--- config.mk ---
export PLATFORM = sky130hd
export DESIGN_NAME = bewls_top
export DESIGN_NICKNAME = d
export VERILOG_FILES = /design/src/bewls_pkg.sv /design/src/bewls_lane_map.sv /design/src/bewls_top.sv
export SDC_FILE = /design/constraint.sdc
export NUM_CORES = 1
export LEC_CHECK = 0
export ABC_AREA = 1
export BUFFER_PORTS_ARGS = -buffer_cell sky130_fd_sc_hd__buf_2
export CAP_MARGIN = 10
export CORE_UTILIZATION = 49
export CTS_CLUSTER_DIAMETER = 40
export DETAILED_ROUTE_END_ITERATION = 10
export PLACE_DENSITY_LB_ADDON = 0.1
export RECOVER_POWER = 100
export SYNTH_ARGS = -nofsm -noshare
export SYNTH_HDL_FRONTEND = slang
export SYNTH_SLANG_ARGS = --single-unit
--- constraint.sdc ---
create_clock -name core_clk -period 1.9 [get_ports core_clk]
set_input_delay 0.19 -clock core_clk [delete_from_list [all_inputs] [get_ports core_clk]]
set_output_delay 0.19 -clock core_clk [all_outputs]
set_load 0.03 [all_outputs]
--- src/bewls_pkg.sv ---
`default_nettype none
package bewls_pkg;

  // ---------------------------------------------------------------
  // Transfer size codes and external bus widths
  // ---------------------------------------------------------------
  localparam logic [2:0] SIZE_BYTE = 3'h0;
  localparam logic [2:0] SIZE_HALF = 3'h1;
  localparam logic [2:0] SIZE_WORD = 3'h2;

  localparam logic [1:0] WIDTH_8  = 2'h0;
  localparam logic [1:0] WIDTH_16 = 2'h1;
  localparam logic [1:0] WIDTH_32 = 2'h2;

  // ---------------------------------------------------------------
  // Bus codes and reset values
  // ---------------------------------------------------------------
  localparam int         HTRANS_ACTIVE_BIT = 1;
  localparam logic [1:0] HRESP_OKAY        = 2'h0;
  localparam logic [1:0] HRESP_ERROR       = 2'h1;
  localparam logic [3:0] BLS_NONE          = 4'hf;
  localparam logic [3:0] BLS_ALL           = 4'h0;
  localparam logic [3:0] BLS_LOW_HALF      = 4'hc;
  localparam logic [3:0] BLS_HIGH_HALF     = 4'h3;
  localparam logic [3:0] BLS_NARROW8       = 4'he;
  localparam logic [1:0] BLS16_ODD_BYTE    = 2'h2;
  localparam logic [1:0] BLS16_EVEN_BYTE   = 2'h1;

  typedef struct packed {
    logic [1:0] width;
    logic [2:0] size;
    logic [1:0] addr;
  } bewls_ctx_t;

  typedef struct packed {
    logic [1:0]  addr;
    logic [3:0]  bls;
    logic [31:0] data;
  } bewls_beat_t;

  localparam bewls_beat_t BEAT_IDLE = '{addr: 2'h0, bls: BLS_NONE, data: 32'h0};

  // Index of the final external transfer of an access.
  function automatic logic [1:0] bewls_last_beat(input bewls_ctx_t c);
    logic [1:0] diff;
    diff = c.size[1:0] - c.width;
    if (c.size[1:0] <= c.width) begin
      return 2'h0;
    end
    return (diff == 2'h2) ? 2'h3 : 2'h1;
  endfunction

endpackage
`default_nettype wire

--- src/bewls_lane_map.sv ---
`timescale 1ns/10ps
`default_nettype none
module bewls_lane_map #(
  parameter int DATA_W = 32
) (
  // Access context
  input  wire bewls_pkg::bewls_ctx_t  ctx,
  input  wire logic [1:0]             beat,
  input  wire logic [DATA_W-1:0]      data,
  // Steered transfer
  output bewls_pkg::bewls_beat_t      out
);

  if (DATA_W != 32) begin : g_width_check
    $error("bewls_lane_map serves a 32-bit system bus only");
  end

  logic [1:0]  a8;
  logic        a16;
  logic [15:0] half16;

  always_comb begin
    out = bewls_pkg::BEAT_IDLE;
    a8 = ctx.addr;
    if (ctx.size == bewls_pkg::SIZE_WORD) begin
      a8 = 2'h3 - beat; // RULE1 RULE9
    end else if (ctx.size == bewls_pkg::SIZE_HALF) begin
      a8 = {ctx.addr[1], ~beat[0]}; // RULE2 RULE9
    end
    a16 = (ctx.size == bewls_pkg::SIZE_WORD) ? ~beat[0] : ctx.addr[1]; // RULE3
    half16 = a16 ? data[15:0] : data[31:16];
    unique case (ctx.width)
      bewls_pkg::WIDTH_8: begin
        out.addr = a8;
        out.bls  = bewls_pkg::BLS_NARROW8; // RULE2
        out.data = {24'h0, 8'(data >> {~a8, 3'h0})}; // RULE1
      end
      bewls_pkg::WIDTH_16: begin
        out.addr = {1'b0, a16};
        out.data = {16'h0, half16}; // RULE3 RULE4
        if (ctx.size == bewls_pkg::SIZE_BYTE) begin
          out.bls = {2'h3, ctx.addr[0] ? bewls_pkg::BLS16_ODD_BYTE
                                       : bewls_pkg::BLS16_EVEN_BYTE}; // RULE4
        end else begin
          out.bls = bewls_pkg::BLS_LOW_HALF;
        end
      end
      default: begin
        out.addr = 2'h0;
        out.data = data; // RULE5
        if (ctx.size == bewls_pkg::SIZE_WORD) begin
          out.bls = bewls_pkg::BLS_ALL;
        end else if (ctx.size == bewls_pkg::SIZE_HALF) begin
          out.bls = ctx.addr[1] ? bewls_pkg::BLS_LOW_HALF : bewls_pkg::BLS_HIGH_HALF; // RULE5
        end else begin
          out.bls = ~(4'h1 << ~ctx.addr); // RULE6
        end
      end
    endcase
  end

endmodule // bewls_lane_map
`default_nettype wire

--- src/bewls_top.sv ---
`timescale 1ns/10ps
`default_nettype none
// Notes on behaviour
// [RULE1] On an 8-bit bus a word write becomes four byte transfers at low addresses 11 to 00.
// [RULE2] On an 8-bit bus a halfword is two byte transfers and a byte one, lane select low.
// [RULE3] On a 16-bit bus a word is two halfword transfers, selects 00, halfword picks one.
// [RULE4] On a 16-bit bus a byte goes on the lane of its address with selects 10 or 01.
// [RULE5] On a 32-bit bus every write is one transfer; a word or halfword selects 0000, 1100 or 0011.
// [RULE6] On a 32-bit bus a byte write selects 1110, 1101, 1011 or 0111 by its address.
// [RULE7] The system bus is stalled until every external transfer of an access is done.
// [RULE8] Any access wider than a word gets an error response and is not performed.
// [RULE9] Split transfers go out from the highest low address down; select low is active.
module bewls_top #(
  parameter int DATA_W = 32
) (
  // Clock and reset
  input  wire  logic              core_clk,
  input  wire  logic              reset_n,
  // System bus slave
  input  wire  logic              hsel,
  input  wire  logic [1:0]        htrans,
  input  wire  logic              hwrite,
  input  wire  logic [2:0]        hsize,
  input  wire  logic [1:0]        haddr,
  input  wire  logic [DATA_W-1:0] hwdata,
  input  wire  logic              hready_in,
  output logic                    hreadyout,
  output logic [1:0]              hresp,
  // Width of the selected memory
  input  wire  logic [1:0]        mem_width,
  // External memory side
  output logic                    ext_req,
  input  wire  logic              ext_ack,
  output logic [1:0]              ext_addr_out,
  output logic [3:0]              byte_lane_select_out,
  output logic [DATA_W-1:0]       ext_data_out
);

  if (DATA_W != 32) begin : g_width_check
    $error("bewls_top serves a 32-bit system bus only");
  end

  // ---------------------------------------------------------------
  // Sequencer
  // ---------------------------------------------------------------
  typedef enum logic [2:0] {
    ST_IDLE = 3'h0,
    ST_LOAD = 3'h1,
    ST_XFER = 3'h3,
    ST_ERR1 = 3'h2,
    ST_ERR2 = 3'h6
  } bewls_state_t;

  bewls_state_t           state;
  bewls_state_t           next_state;
  bewls_pkg::bewls_ctx_t  ctx;
  bewls_pkg::bewls_ctx_t  next_ctx;
  logic [DATA_W-1:0]      wdata;
  logic [DATA_W-1:0]      next_wdata;
  logic [1:0]             beat;
  logic [1:0]             next_beat;
  bewls_pkg::bewls_beat_t out;
  bewls_pkg::bewls_beat_t next_out;
  bewls_pkg::bewls_beat_t mapped;
  logic [1:0]             map_beat;
  logic [DATA_W-1:0]      map_data;
  logic                   last;
  logic                   accept;
  logic                   oversize;

  assign last     = (beat == bewls_pkg::bewls_last_beat(ctx));
  assign oversize = (hsize > bewls_pkg::SIZE_WORD);
  assign accept   = hsel && htrans[bewls_pkg::HTRANS_ACTIVE_BIT] && hready_in && hreadyout;

  // The data phase holds the bus until the final beat is acknowledged.
  assign ext_req   = (state == ST_XFER);
  assign hreadyout = (state == ST_IDLE) || (state == ST_ERR2)
                   || (ext_req && ext_ack && last); // RULE7
  assign hresp     = (state == ST_ERR1 || state == ST_ERR2) ? bewls_pkg::HRESP_ERROR
                                                             : bewls_pkg::HRESP_OKAY; // RULE8

  assign ext_addr_out         = out.addr;
  assign byte_lane_select_out = out.bls;
  assign ext_data_out         = out.data;

  // The first beat is mapped straight from the write data so it leaves a cycle earlier.
  assign map_beat = (state == ST_LOAD) ? 2'h0 : beat + 2'h1;
  assign map_data = (state == ST_LOAD) ? hwdata : wdata;

  bewls_lane_map #(
    .DATA_W (DATA_W)
  ) u_lane_map (
    .ctx  (ctx),
    .beat (map_beat),
    .data (map_data),
    .out  (mapped)
  );

  always_comb begin
    next_state = state;
    next_ctx   = ctx;
    next_wdata = wdata;
    next_beat  = beat;
    next_out   = out;
    unique case (state)
      ST_IDLE: begin
        next_state = ST_IDLE;
      end
      ST_LOAD: begin
        next_wdata = hwdata;
        next_beat  = 2'h0;
        next_out   = mapped;
        next_state = ST_XFER;
      end
      ST_XFER: begin
        if (ext_ack) begin
          if (last) begin
            next_out   = bewls_pkg::BEAT_IDLE;
            next_state = ST_IDLE;
          end else begin
            next_beat = beat + 2'h1; // RULE7 RULE9
            next_out  = mapped;
          end
        end
      end
      ST_ERR1: begin
        next_state = ST_ERR2;
      end
      ST_ERR2: begin
        next_state = ST_IDLE;
      end
    endcase
    if (accept) begin
      if (oversize) begin
        next_state = ST_ERR1; // RULE8
      end else if (hwrite) begin
        next_ctx.width = (mem_width > bewls_pkg::WIDTH_32) ? bewls_pkg::WIDTH_32 : mem_width;
        next_ctx.size  = hsize;
        next_ctx.addr  = haddr;
        next_state     = ST_LOAD;
      end else begin
        next_state = ST_IDLE;
      end
    end
  end

  always_ff @(posedge core_clk) begin
    if (!reset_n) begin
      state <= ST_IDLE;
      ctx   <= '{width: bewls_pkg::WIDTH_32, size: bewls_pkg::SIZE_WORD, addr: 2'h0};
      wdata <= '0;
      beat  <= 2'h0;
      out   <= bewls_pkg::BEAT_IDLE;
    end else begin
      state <= next_state;
      ctx   <= next_ctx;
      wdata <= next_wdata;
      beat  <= next_beat;
      out   <= next_out;
    end
  end
endmodule // bewls_top
`default_nettype wire

==> results by group, run 1 <==
Run status
  • Status: finished with violations
  • Failing checks: negative setup slack

Logic synthesis
  • Flip-flop and latch count after synthesis: 82
  • Syn Area/Cell: between 6 and 7 um^2
  • Synth Cell Area: ~3900 um^2
  • Synth top area share: a little over two fifths
  • Sequential fraction of the synthesis area: between 40% and 50%
  • Syn nets: approximately 640
  • Ys Warns: 0
  • Primary FF master, synth: dfxtp_1
  • Number of flops mapped to enable cells by yosys: 0
  • Yosys top cell by area: dfxtp_1
  • Cell variety after synth: 32
  • Syn Inst Count: around 600
  • Synth area leaders: dfxtp_1, nand2_1, nand3_1
  • Ys async rst share: 0%

Power and ir drop
  • Power share of the clock group: 16.6%
  • PD cells: between 1500 and 2000 nW/um^2
  • VDD IR max: around 0.75 mV
  • Total Power: approximately 8.1 mW
  • Sequential share of power: slightly below 30%
  • Int Pwr: 4.25 mW
  • Combinational share of power: between 50% and 60%
  • P_sw: around 3.8 mW
  • Lkg Pwr: approximately 2.4 nW
  • Sw Ratio: 47.3%

Clocking
  • TritonCTS clock tree: yes
  • Htree depth: 3
  • Clock tree buffer depth: 2
  • Clk sinks: 82
  • CTS Buf Count: 9
  • CTS Hold Buffers Added: 0
  • Clk root buf: clkbuf_8
  • Worst-path clk slew: about 0.09 ns
  • Worst skew pair latency: 0.37 ns

Setup path
  • Crit. End Element: output port
  • CP Capture Point: hreadyout
  • R2r endpoint: ctx[6]
  • CP arrival: between 1.5 and 2 ns
  • CP required: between 1.5 and 2 ns
  • R2r worst-path depth: 13
  • CP max stage delay: 0.34 ns
  • CP Class: reg2out
  • CP Buf/Inv Count: 3
  • CP Cell Sequence: inv_2 > ha_4 > inv_2 > o21bai_1 > nand3_1 > nand2_2 > nand3_2 > nand2_4 > buf_6
  • Critical path's top delay family: simple AND/OR/NAND/NOR gates
  • Critical Path Fanout Max: 3
  • CP startpoint: ctx[6]
  • Slowest-stage cell, CP: dfxtp_2
  • Worst setup SP type: flip-flop
  • Setup slack, reg-to-reg: approximately 0.010 ns
  • CP Depth: 9
  • Reg2reg start: ctx[6]
  • Most used cell, CP: inv_2

Cells and area
  • Share of layout cells above drive strength 1: between 10% and 20%
  • Antenna Cells: 0
  • Area growth, synth to finish: 25.7%
  • Footprint of the multi-input gates: slightly below 2000 um^2
  • Flip-flop and latch area: between 1500 and 2000 um^2
  • Final #Nets: ~750
  • Final Cell Area: a little under 5000 um^2
  • Fillers: 750

Placement
  • HPWL Detailed: approximately 7.3 mm
  • DP Area: about 4600 um^2
  • GP Congestion: roughly 0.85
  • Input/output buffers: 86

Routing
  • Avg WL per Cell: between 10 and 15 um
  • WL final: approximately 11 mm
  • Remaining DRCs: 0
  • Via Count: between 4000 and 5000
  • Post-route ant nets: 0
  • Drt first pass iters: 5
  • Detailed router's first-iteration violation count: between 200 and 300
  • Vias/cell: 5.05

Floorplanning
  • Die Y-Extent: about 92 um
  • Die X: between 90 and 100 um
  • FP Rows: 32
  • I/O Pins: 89
  • Area of the core: a little under 8000 um^2
  • Die area: about 8400 um^2
  • Starting density of the core: a little over 50%

Global route
  • Initial antenna violation count: 0
  • Total grt overflow: 0
  • Gr usage total: roughly a quarter
  • First-pass GRT wire length: roughly 17 mm
  • Number of global-route vias before repair: around 3600
  • Largest net degree at the start of global routing: 36

STA
  • RSZ-0062 raised after global routing: true
  • Fin Clk Skew: around 0.013 ns
  • Max Slew Vio Count: 0
  • Slack of the critical path: -0.0217 ns
  • Tcrit/Tclk final: 101%
  • Final setup violation count: 1
  • Hold Vio Cnt, Final: 0
  • Final Critical Period: 1.92 ns
  • Max Freq: 520 MHz

Worst hold path
  • Worst hold path class: in2reg

Flow run
  • Max_cap viols: 0
[cell usage in the layout (no fill, tap or decap), types with 11 or more instances in the layout]
master,netlist,final
dfxtp_1,82,81
o21ai_0,21,29
a21oi_1,28,23
nand3_1,63,59
clkbuf_1,12,44
nor2_1,54,53
buf_4,3,23
nand2_1,183,183
inv_1,71,68
nand2_2,11,11
buf_2,6,45
[flip-flops by register name (all words and copies together), names as in the netlist]
register	cells
ext_data_out	32
wdata	32
ctx	7
byte_lane_select_out	4
state	3
beat	2
ext_addr_out	2
[routing by layer]
metal  track usage, %  wire length, um  vias up
met1             37.0             5030     1845
met5                0                0        -
li1                 -                -     2071
met2             39.5             4780      142
met3             3.81              646       13
met4             10.7              163        0
[cells by family after synthesis]
group / count (synthesis) / share of synthesized area [%]
xor+xnor: 1 / 0.222
compound gates: 81 / 11.1
buf+inv: 102 / 11.1
flops: 82 / 41.7
simple gates: 324 / 35.1
fa+ha+maj: 2 / 0.635
other cells: 1 / 0.0951
[synthesized netlist by cell type, types with 2 or more instances]
cell / n
nor2_4: 2
dfxtp_1: 82
a21oi_1: 28
o22ai_1: 9
nand2_1: 183
nand3_1: 63
ha_1: 2
nand2_2: 11
inv_2: 5
inv_1: 71
nor3_1: 3
nand2_4: 4
buf_2: 6
o21ai_1: 15
a211oi_1: 2
o21ai_0: 21
buf_4: 3
buf_6: 5
nor2_1: 54
clkbuf_1: 12
[what timing repair did]
item / CTS / global route
gates cloned: 0 / 1
pin swaps: 6 / 9
resized for setup: 9 / 25
endpoints found under the setup margin: 6 / 37
setup buffers: 1 / 7
[cell type report]
class / instances / area share (%)
clock buffer: 9 / 2.50
clock inverter: 7 / 1.64
inverter: 76 / 6.04
multi-input combinational: 409 / 39.6
sequential: 82 / 33.2
tap: 102 / 2.58
timing repair buffer: 121 / 14.5
[metrics by stage]
step	setup slack, ns	hold WS, ns	cells	utilization, %	TNS (ns)
6_report	-0.0217	0.0912	806	63.8	-0.0217
4_1_cts	-0.0193	0.0647	798	62.7	-0.0193
3_3_place_gp	0.0620	0.419	781	59.4	0
5_1_grt	-0.127	0.117	806	63.8	-2.13
2_1_floorplan	0.0290	0.331	593	-	0
3_5_place_dp	-0.00965	0.440	781	59.4	-0.00965
[worst register-to-register path: stages (launching register included)]
cell	delay [ns]
dfxtp_2	0.34
inv_2	0.05
ha_4	0.26
inv_2	0.03
o21bai_1	0.15
nand3_1	0.11
nand2_2	0.11
nand3_2	0.10
nand2_4	0.09
buf_4	0.13
nand3_4	0.09
buf_6	0.15
nand2_1	0.07
o211ai_1	0.08
[power groups by stage]
stage                     clock [mW]  combinational, mW  sequential, mW
final                           1.34               4.36            2.37
after global routing            1.42               4.87            2.42
after CTS                       1.36               4.31            2.37
after detailed placement           0               4.24            2.40
after global placement             0               4.18            2.38
after floorplan                    0               2.77            2.66
[worst min-delay path by stage]
stage | startpoint | to | slack, ns | depth (start not counted)
after global placement | mem_width[0] | ctx[5] | 0.42 | 3
final | mem_width[0] | ctx[5] | 0.09 | 3
after CTS | mem_width[0] | ctx[5] | 0.06 | 3
after global routing | haddr[1] | ctx[1] | 0.12 | 3
after detailed placement | mem_width[0] | ctx[5] | 0.44 | 3
after floorplan | mem_width[0] | ctx[5] | 0.33 | 2
No activity file was read; power rests on OpenSTA's default activity.
==> inputs of run 2 (changes only) <==
--- a/config.mk
+++ b/config.mk
@@ -8,6 +8,7 @@
 export ABC_AREA = 1
 export BUFFER_PORTS_ARGS = -buffer_cell sky130_fd_sc_hd__buf_2
 export CAP_MARGIN = 10
+export CORE_ASPECT_RATIO = 0.6
 export CORE_UTILIZATION = 49
 export CTS_CLUSTER_DIAMETER = 40
 export DETAILED_ROUTE_END_ITERATION = 10
==> run 2 against run 1 <==
Compared with the run above:
- the run now ends clean
- power up 10%
- combinational power up 5.5%
- worst setup slack better by 0.043 ns
- cell area up 5.2%
- register-to-register slack better by 0.12 ns
- via count up 0.39%
- hold slack about the same
- global-route usage up 1.0 points
- sequential share of layout area down 1.6 points
- clock skew down 0.0084 ns
- first-iteration DRC count up 12%
- flip-flop and latch count unchanged
- critical path type unchanged
- largest cell class unchanged
- highest routed layer unchanged
==> results by group, run 2 (same netlist as run 1, synthesis figures left out) <==
Run status
  • Status: finished clean (was finished with violations)

Setup path
  • CP Buf/Inv Count: 1 (was 3)
  • Most used cell, CP: nand3_2 (was inv_2)
  • Crit. End Element: output port (unchanged)
  • Critical path's top delay family: flip-flops (was simple AND/OR/NAND/NOR gates)
  • Reg2reg start: ctx[5] (was ctx[6])
  • Worst setup SP type: flip-flop (unchanged)
  • Slowest-stage cell, CP: dfxtp_1 (was dfxtp_2)
  • CP arrival: 1.69 ns (was 1.73 ns)
  • Critical Path Fanout Max: 3 (unchanged)
  • CP required: 1.71 ns (about the same)
  • CP startpoint: ctx[5] (was ctx[6])
  • CP Cell Sequence: ha_4 > nand3_2 > xor2_4 > nand3_2 > nand2_4 > buf_6 (was inv_2 > ha_4 > inv_2 > o21bai_1 > nand3_1 > nand2_2 > nand3_2 > nand2_4 > buf_6)
  • CP max stage delay: 0.44 ns (was 0.34 ns)
  • CP Class: reg2out (unchanged)

STA
  • Final Critical Period: 1.88 ns (was 1.92 ns)
  • RSZ-0062 raised after global routing: true (unchanged)
  • Fin Clk Skew: 0.00495 ns (was 0.0134 ns)
  • Slack of the critical path: 0.0208 ns (was -0.0217 ns)
  • Final setup violation count: 0 (was 1)
  • Setup TNS Final: 0 ns (was -0.0217 ns)
  • Hold Vio Cnt, Final: 0 (unchanged)
  • Tcrit/Tclk final: 98.9% (was 101%)
  • Max Freq: 532 MHz (was 520 MHz)
  • Max Slew Vio Count: 0 (unchanged)
  • Worst hold slack: 0.0909 ns (was 0.0912 ns)

Floorplanning
  • Area of the core: 7510 um^2 (was 7770 um^2)
  • Die X: 118 um (was 91.7 um)
  • I/O Pins: 89 (unchanged)
  • Starting density of the core: 52.5% (was 50.7%)
  • Die Y-Extent: 71.5 um (was 91.7 um)
  • Die area: 8420 um^2 (was 8410 um^2)
  • FP Rows: 24 (was 32)

Cells and area
  • Final #Nets: 748 (unchanged)
  • Final design utilization: 69.4% (was 63.8%)
  • Area growth, synth to finish: 32.1% (was 25.7%)
  • Commonest non-fill, non-tap cell in the layout: nand2_1 (unchanged)
  • Most frequent cells in the layout: nand2_1, buf_2, dfxtp_1 (was nand2_1, dfxtp_1, inv_1)
  • Antenna Cells: 0 (unchanged)
  • Share of layout cells above drive strength 1: 27.6% (was 19.5%)

Global route
  • Total grt overflow: 0 (unchanged)
  • First-pass GRT wire length: 17.7 mm (was 17.1 mm)
  • Initial antenna violation count: 0 (unchanged)
  • Largest net degree at the start of global routing: 36 (unchanged)
  • Gr usage total: 27.0% (was 26.0%)
  • Number of global-route vias before repair: 3658 (was 3601)

Power and ir drop
  • VDD IR max: 0.831 mV (was 0.746 mV)
  • PD cells: 1710 nW/um^2 (was 1630 nW/um^2)
  • Lkg Pwr: 2.67 nW (was 2.42 nW)

Routing
  • Remaining DRCs: 0 (unchanged)
  • Drt first pass iters: 5 (unchanged)
  • Avg WL per Cell: 13.6 um (was 13.2 um)
  • WL final: 11.0 mm (was 10.6 mm)
  • Vias/cell: 5.06 (was 5.05)
  • Post-route ant nets: 0 (unchanged)
  • Detailed router's first-iteration violation count: 296 (was 265)
  • Via Count: 4087 (was 4071)

Clocking
  • Clk root buf: clkbuf_16 (was clkbuf_8)
  • Worst-path clk slew: 0.06 ns (was 0.09 ns)
  • CTS Buf Count: 9 (unchanged)
  • Clock tree buffer depth: 2 (unchanged)
  • TritonCTS clock tree: yes (unchanged)
  • Worst skew pair latency: 0.34 ns (was 0.37 ns)
  • Clk sinks: 82 (unchanged)
  • Htree depth: 3 (unchanged)
  • CTS Hold Buffers Added: 0 (unchanged)

Worst hold path
  • Worst hold path class: in2reg (unchanged)
  • Hold Crit Start: mem_width[0] (unchanged)

Placement
  • GP Congestion: 0.868 (was 0.851)
  • HPWL Detailed: 7.71 mm (was 7.34 mm)
  • Input/output buffers: 86 (unchanged)
  • Worst slack at placement: -0.0519 ns (was -0.00965 ns)

Flow run
  • Max_cap viols: 0 (unchanged)
==> run 2: repair_timing <==
item                       CTS  global route
hold endpoints to repair     0             0
setup endpoints to repair   27            42
pin swaps                    6            12
resized for setup            9            36
buffers inserted             3             3
==> run 2: final timing paths <==
check | endpoint | slack (ns) | cells after the start
hold / removal | ctx[5] | 0.09 | 3
setup / recovery | hreadyout | 0.02 | 6
setup reg to reg | ext_data_out[9] | 0.13 | 9
hold reg to reg | ext_data_out[8] | 0.46 | 2
==> run 2: final cells by class <==
| type | count | area (um^2) |
|---|---|---|
| repair buffers | 121 | 749 |
| clock inverters | 5 | 86.3 |
| fillers | 699 | 2300 |
| clock buffers | 11 | 253 |
| inverters | 76 | 297 |
| multi-input cells | 409 | 2050 |
| flip-flops and latches | 82 | 1650 |
| well taps | 104 | 130 |
==> run 2: per-layer routing <==
metal | GRT usage, % | up-vias | wire length [um]
met5 | 0 | - | 0
met4 | 5.70 | 0 | 69
met3 | 8.36 | 7 | 835
met2 | 41.6 | 145 | 4840
met1 | 37.4 | 1849 | 5290
li1 | - | 2086 | -
==> run 2: where the power goes <==
| part | internal, mW | switching [mW] |
|---|---|---|
| sequential | 2.16 | 0.205 |
| clock | 1.23 | 0.712 |
| combinational | 1.63 | 2.97 |
==> run 2: through the flow <==
| stage | area (um^2) | cells | total power, mW |
|---|---|---|---|
| 4_1_cts | 5050 | 806 | 8.79 |
| 5_1_grt | 5210 | 808 | 9.57 |
| 6_report | 5210 | 808 | 8.91 |
| 3_5_place_dp | 4630 | 787 | 6.69 |
| 3_3_place_gp | 4630 | 787 | 6.59 |
| 2_1_floorplan | 3950 | 593 | 5.44 |
==> run 2: worst min-delay path, stage by stage <==
cell and delay [ns]:
buf_2 0.08, a21oi_1 0.05, nor2_1 0.08
==> inputs of run 3 (changes only) <==
--- a/config.mk
+++ b/config.mk
@@ -9,11 +9,13 @@
 export BUFFER_PORTS_ARGS = -buffer_cell sky130_fd_sc_hd__buf_2
 export CAP_MARGIN = 10
 export CORE_ASPECT_RATIO = 0.6
-export CORE_UTILIZATION = 49
+export CORE_UTILIZATION = 50
 export CTS_CLUSTER_DIAMETER = 40
+export CTS_CLUSTER_SIZE = 10
 export DETAILED_ROUTE_END_ITERATION = 10
 export PLACE_DENSITY_LB_ADDON = 0.1
 export RECOVER_POWER = 100
 export SYNTH_ARGS = -nofsm -noshare
 export SYNTH_HDL_FRONTEND = slang
+export SYNTH_HIERARCHICAL = 1
 export SYNTH_SLANG_ARGS = --single-unit
==> run 3 against run 2 <==
Compared with the run above:
- register-to-register slack lost 0.06 ns
- global-route usage grew 1.7 points
- area after synthesis grew 8.7%
- synthesized cell count grew 6.9%
- cell area grew 4.0%
- largest power group is now registers
==> results by group, run 3 <==
Run status
  • Status: finished clean (unchanged)

Setup path
  • Most used cell, CP: inv_2 (was nand3_2)
  • Critical Path Fanout Max: 5 (was 3)
  • R2r worst-path depth: 12 (was 9)
  • CP arrival: 1.71 ns (was 1.69 ns)
  • CP max stage delay: 0.34 ns (was 0.44 ns)
  • Setup slack, reg-to-reg: 0.07 ns (was 0.13 ns)
  • R2r endpoint: ext_data_out[11] (was ext_data_out[9])
  • CP Cell Sequence: inv_2 > ha_4 > inv_2 > nand3_2 > xor2_2 > nand3_4 > nand2_4 > buf_6 (was ha_4 > nand3_2 > xor2_4 > nand3_2 > nand2_4 > buf_6)
  • Worst setup SP type: flip-flop (unchanged)
  • Slowest-stage cell, CP: dfxtp_2 (was dfxtp_1)
  • CP startpoint: ctx[6] (was ctx[5])
  • Reg2reg start: ctx[6] (was ctx[5])
  • Crit. End Element: output port (unchanged)
  • CP Class: reg2out (unchanged)
  • CP required: 1.71 ns (about the same)

Clocking
  • Htree depth: 3 (unchanged)
  • TritonCTS clock tree: yes (unchanged)
  • Clk root buf: clkbuf_16 (unchanged)
  • Worst-path clk slew: 0.06 ns (about the same)
  • CTS Hold Buffers Added: 0 (unchanged)
  • Worst skew pair latency: 0.34 ns (about the same)
  • Clock tree buffer depth: 2 (unchanged)
  • CTS Buf Count: 9 (unchanged)
  • Clk sinks: 82 (unchanged)

Logic synthesis
  • Synth area leaders: dfxtp_1, nand3_1, nand2_1 (was dfxtp_1, nand2_1, nand3_1)
  • Ys Warns: 6 (was 0)
  • Flip-flop and latch count after synthesis: 82 (unchanged)
  • Primary FF master, synth: dfxtp_1 (unchanged)
  • Yosys top cell by area: dfxtp_1 (unchanged)
  • Cell variety after synth: 33 (was 32)
  • Sequential fraction of the synthesis area: 38.3% (was 41.7%)
  • Most common cell in the netlist: nand2_1 (unchanged)
  • Syn nets: 683 (was 642)
  • Number of flops mapped to enable cells by yosys: 0 (unchanged)
  • Ys async rst share: 0% (unchanged)
  • Syn Inst Count: 634 (was 593)
  • Syn Area/Cell: 6.76 um^2 (was 6.65 um^2)
  • Synth top area share: 38.3% (was 41.7%)
  • Synth Cell Area: 4280 um^2 (was 3940 um^2)
  • Post-synth top cells: nand2_1, nand3_1, inv_1 (was nand2_1, dfxtp_1, inv_1)

Placement
  • HPWL Detailed: 8.89 mm (was 7.71 mm)
  • Input/output buffers: 86 (unchanged)
  • Placed Cells: 814 (was 787)
  • GP Congestion: 0.883 (was 0.868)
  • Worst slack at placement: 0.0182 ns (was -0.0519 ns)

Power and ir drop
  • Power share of the clock group: 34.1% (was 21.8%)
  • Sequential share of power: 34.1% (was 26.6%)
  • P_sw: 1.88 mW (was 3.89 mW)
  • Total Power: 5.60 mW (was 8.91 mW)
  • PD cells: 1030 nW/um^2 (was 1710 nW/um^2)
  • Sw Ratio: 33.7% (was 43.6%)
  • Int Pwr: 3.71 mW (was 5.02 mW)
  • Lkg Pwr: 2.71 nW (was 2.67 nW)
  • VDD IR max: 0.567 mV (was 0.831 mV)
  • Combinational share of power: 31.8% (was 51.6%)

STA
  • Setup TNS Final: 0 ns (unchanged)
  • Final setup violation count: 0 (unchanged)
  • Max Freq: 527 MHz (was 532 MHz)
  • Max Slew Vio Count: 0 (unchanged)
  • Fin Clk Skew: 0.00795 ns (was 0.00495 ns)
  • Final Critical Period: 1.90 ns (was 1.88 ns)
  • Slack of the critical path: 0.00247 ns (was 0.0208 ns)
  • RSZ-0062 raised after global routing: true (unchanged)
  • Tcrit/Tclk final: 99.9% (was 98.9%)
  • Hold Vio Cnt, Final: 0 (unchanged)

Flow run
  • Max_cap viols: 0 (unchanged)

Routing
  • Remaining DRCs: 0 (unchanged)
  • Via Count: 4437 (was 4087)
  • WL final: 12.8 mm (was 11.0 mm)
  • Avg WL per Cell: 15.1 um (was 13.6 um)
  • Post-route ant nets: 0 (unchanged)
  • Drt first pass iters: 5 (unchanged)
  • Detailed router's first-iteration violation count: 486 (was 296)
  • Vias/cell: 5.24 (was 5.06)

Worst hold path
  • Hold Crit Start: haddr[1] (was mem_width[0])
  • Hold depth: 3 (unchanged)
  • Hold EP: ctx[1] (was ctx[5])
  • Worst hold path class: in2reg (unchanged)

Floorplanning
  • Die X: 122 um (was 118 um)
  • Area of the core: 8070 um^2 (was 7510 um^2)
  • FP Rows: 25 (was 24)
  • Starting density of the core: 53.1% (was 52.5%)
  • Die Y-Extent: 73.7 um (was 71.5 um)
  • Die area: 8950 um^2 (was 8420 um^2)
  • I/O Pins: 89 (unchanged)

Cells and area
  • Final design utilization: 67.1% (was 69.4%)
  • Final #Nets: 782 (was 748)
  • Fin cells: 846 (was 808)
  • Commonest non-fill, non-tap cell in the layout: nand2_1 (unchanged)
  • Most frequent cells in the layout: nand2_1, nand3_1, dfxtp_1 (was nand2_1, buf_2, dfxtp_1)
  • Area growth, synth to finish: 26.4% (was 32.1%)
  • Share of layout cells above drive strength 1: 26.4% (was 27.6%)
  • Antenna Cells: 0 (unchanged)

Global route
  • Largest net degree at the start of global routing: 54 (was 36)
  • Initial antenna violation count: 0 (unchanged)
  • Gr usage total: 28.8% (was 27.0%)
  • Total grt overflow: 0 (unchanged)
  • Number of global-route vias before repair: 3916 (was 3658)
  • First-pass GRT wire length: 19.5 mm (was 17.7 mm)
## run 3: metal layers
metal | GRT usage [%] | vias up | share of wire (%)
met2 | 40.3 | 199 | 40
li1 | - | 2195 | -
met5 | 0 | - | 0
met3 | 7.30 | 12 | 8.4
met4 | 7.54 | 0 | 0.89
met1 | 42.9 | 2031 | 51
## run 3: critical path: cells and delay by family, from the launching register on
kind          cells  cell delay, ns
simple gates      3            0.31
xor+xnor          1            0.22
fa+ha+maj         1            0.27
flops             1            0.34
buf+inv           3            0.22
## run 3: layout make-up
cell class | count | area (um^2)
clock buffers | 10 | 239
clock inverters | 6 | 90.1
fillers | 740 | 2660
inverters | 88 | 333
multi-input cells | 431 | 2230
flip-flops and latches | 82 | 1650
well taps | 108 | 135
repair buffers | 121 | 736
## run 3: power by group through the flow
| stage | clock network (mW) | logic, mW | registers [mW] |
|---|---|---|---|
| 6_report | 1.91 | 1.78 | 1.91 |
| 3_3_place_gp | 0 | 1.50 | 1.93 |
| 2_1_floorplan | 0 | 1.04 | 1.99 |
| 3_5_place_dp | 0 | 1.53 | 1.94 |
| 5_1_grt | 2.00 | 1.94 | 1.92 |
| 4_1_cts | 1.93 | 1.55 | 1.90 |
## run 3: timing repair
| action | CTS | global route |
|---|---|---|
| cloned | 0 | 1 |
| pin swaps | 3 | 6 |
| endpoints found under the setup margin | 1 | 27 |
| setup buffers | 1 | 14 |
| gates resized for setup | 9 | 57 |
## run 3: cell families (layout without fill, tap and decap cells)
group | count (synthesis) | count (layout) | synth area share, %
AO/OA/AOI/OAI | 93 | 93 | 11.5
XOR/XNOR | 2 | 2 | 0.409
adder cells (fa/ha/maj) | 2 | 2 | 0.584
buffers and inverters | 121 | 225 | 12.4
flip-flops | 82 | 82 | 38.3
other | 1 | 1 | 0.0875
AND/OR/NAND/NOR | 333 | 333 | 36.7
## run 3: worst max path at each step
stage                 to  cells past startpoint
6_report       hreadyout                      8
3_5_place_dp     beat[0]                     10
2_1_floorplan     ctx[5]                     11
4_1_cts        hreadyout                      9
3_3_place_gp      ctx[0]                      9
5_1_grt        hreadyout                      8
## run 3: per-stage QoR
| stage | hold WS, ns | area [um^2] |
|---|---|---|
| 2_1_floorplan | 0.310 | 4280 |
| 3_3_place_gp | 0.416 | 4850 |
| 3_5_place_dp | 0.423 | 4850 |
| 4_1_cts | 0.0693 | 5240 |
| 5_1_grt | 0.101 | 5420 |
| 6_report | 0.0717 | 5420 |
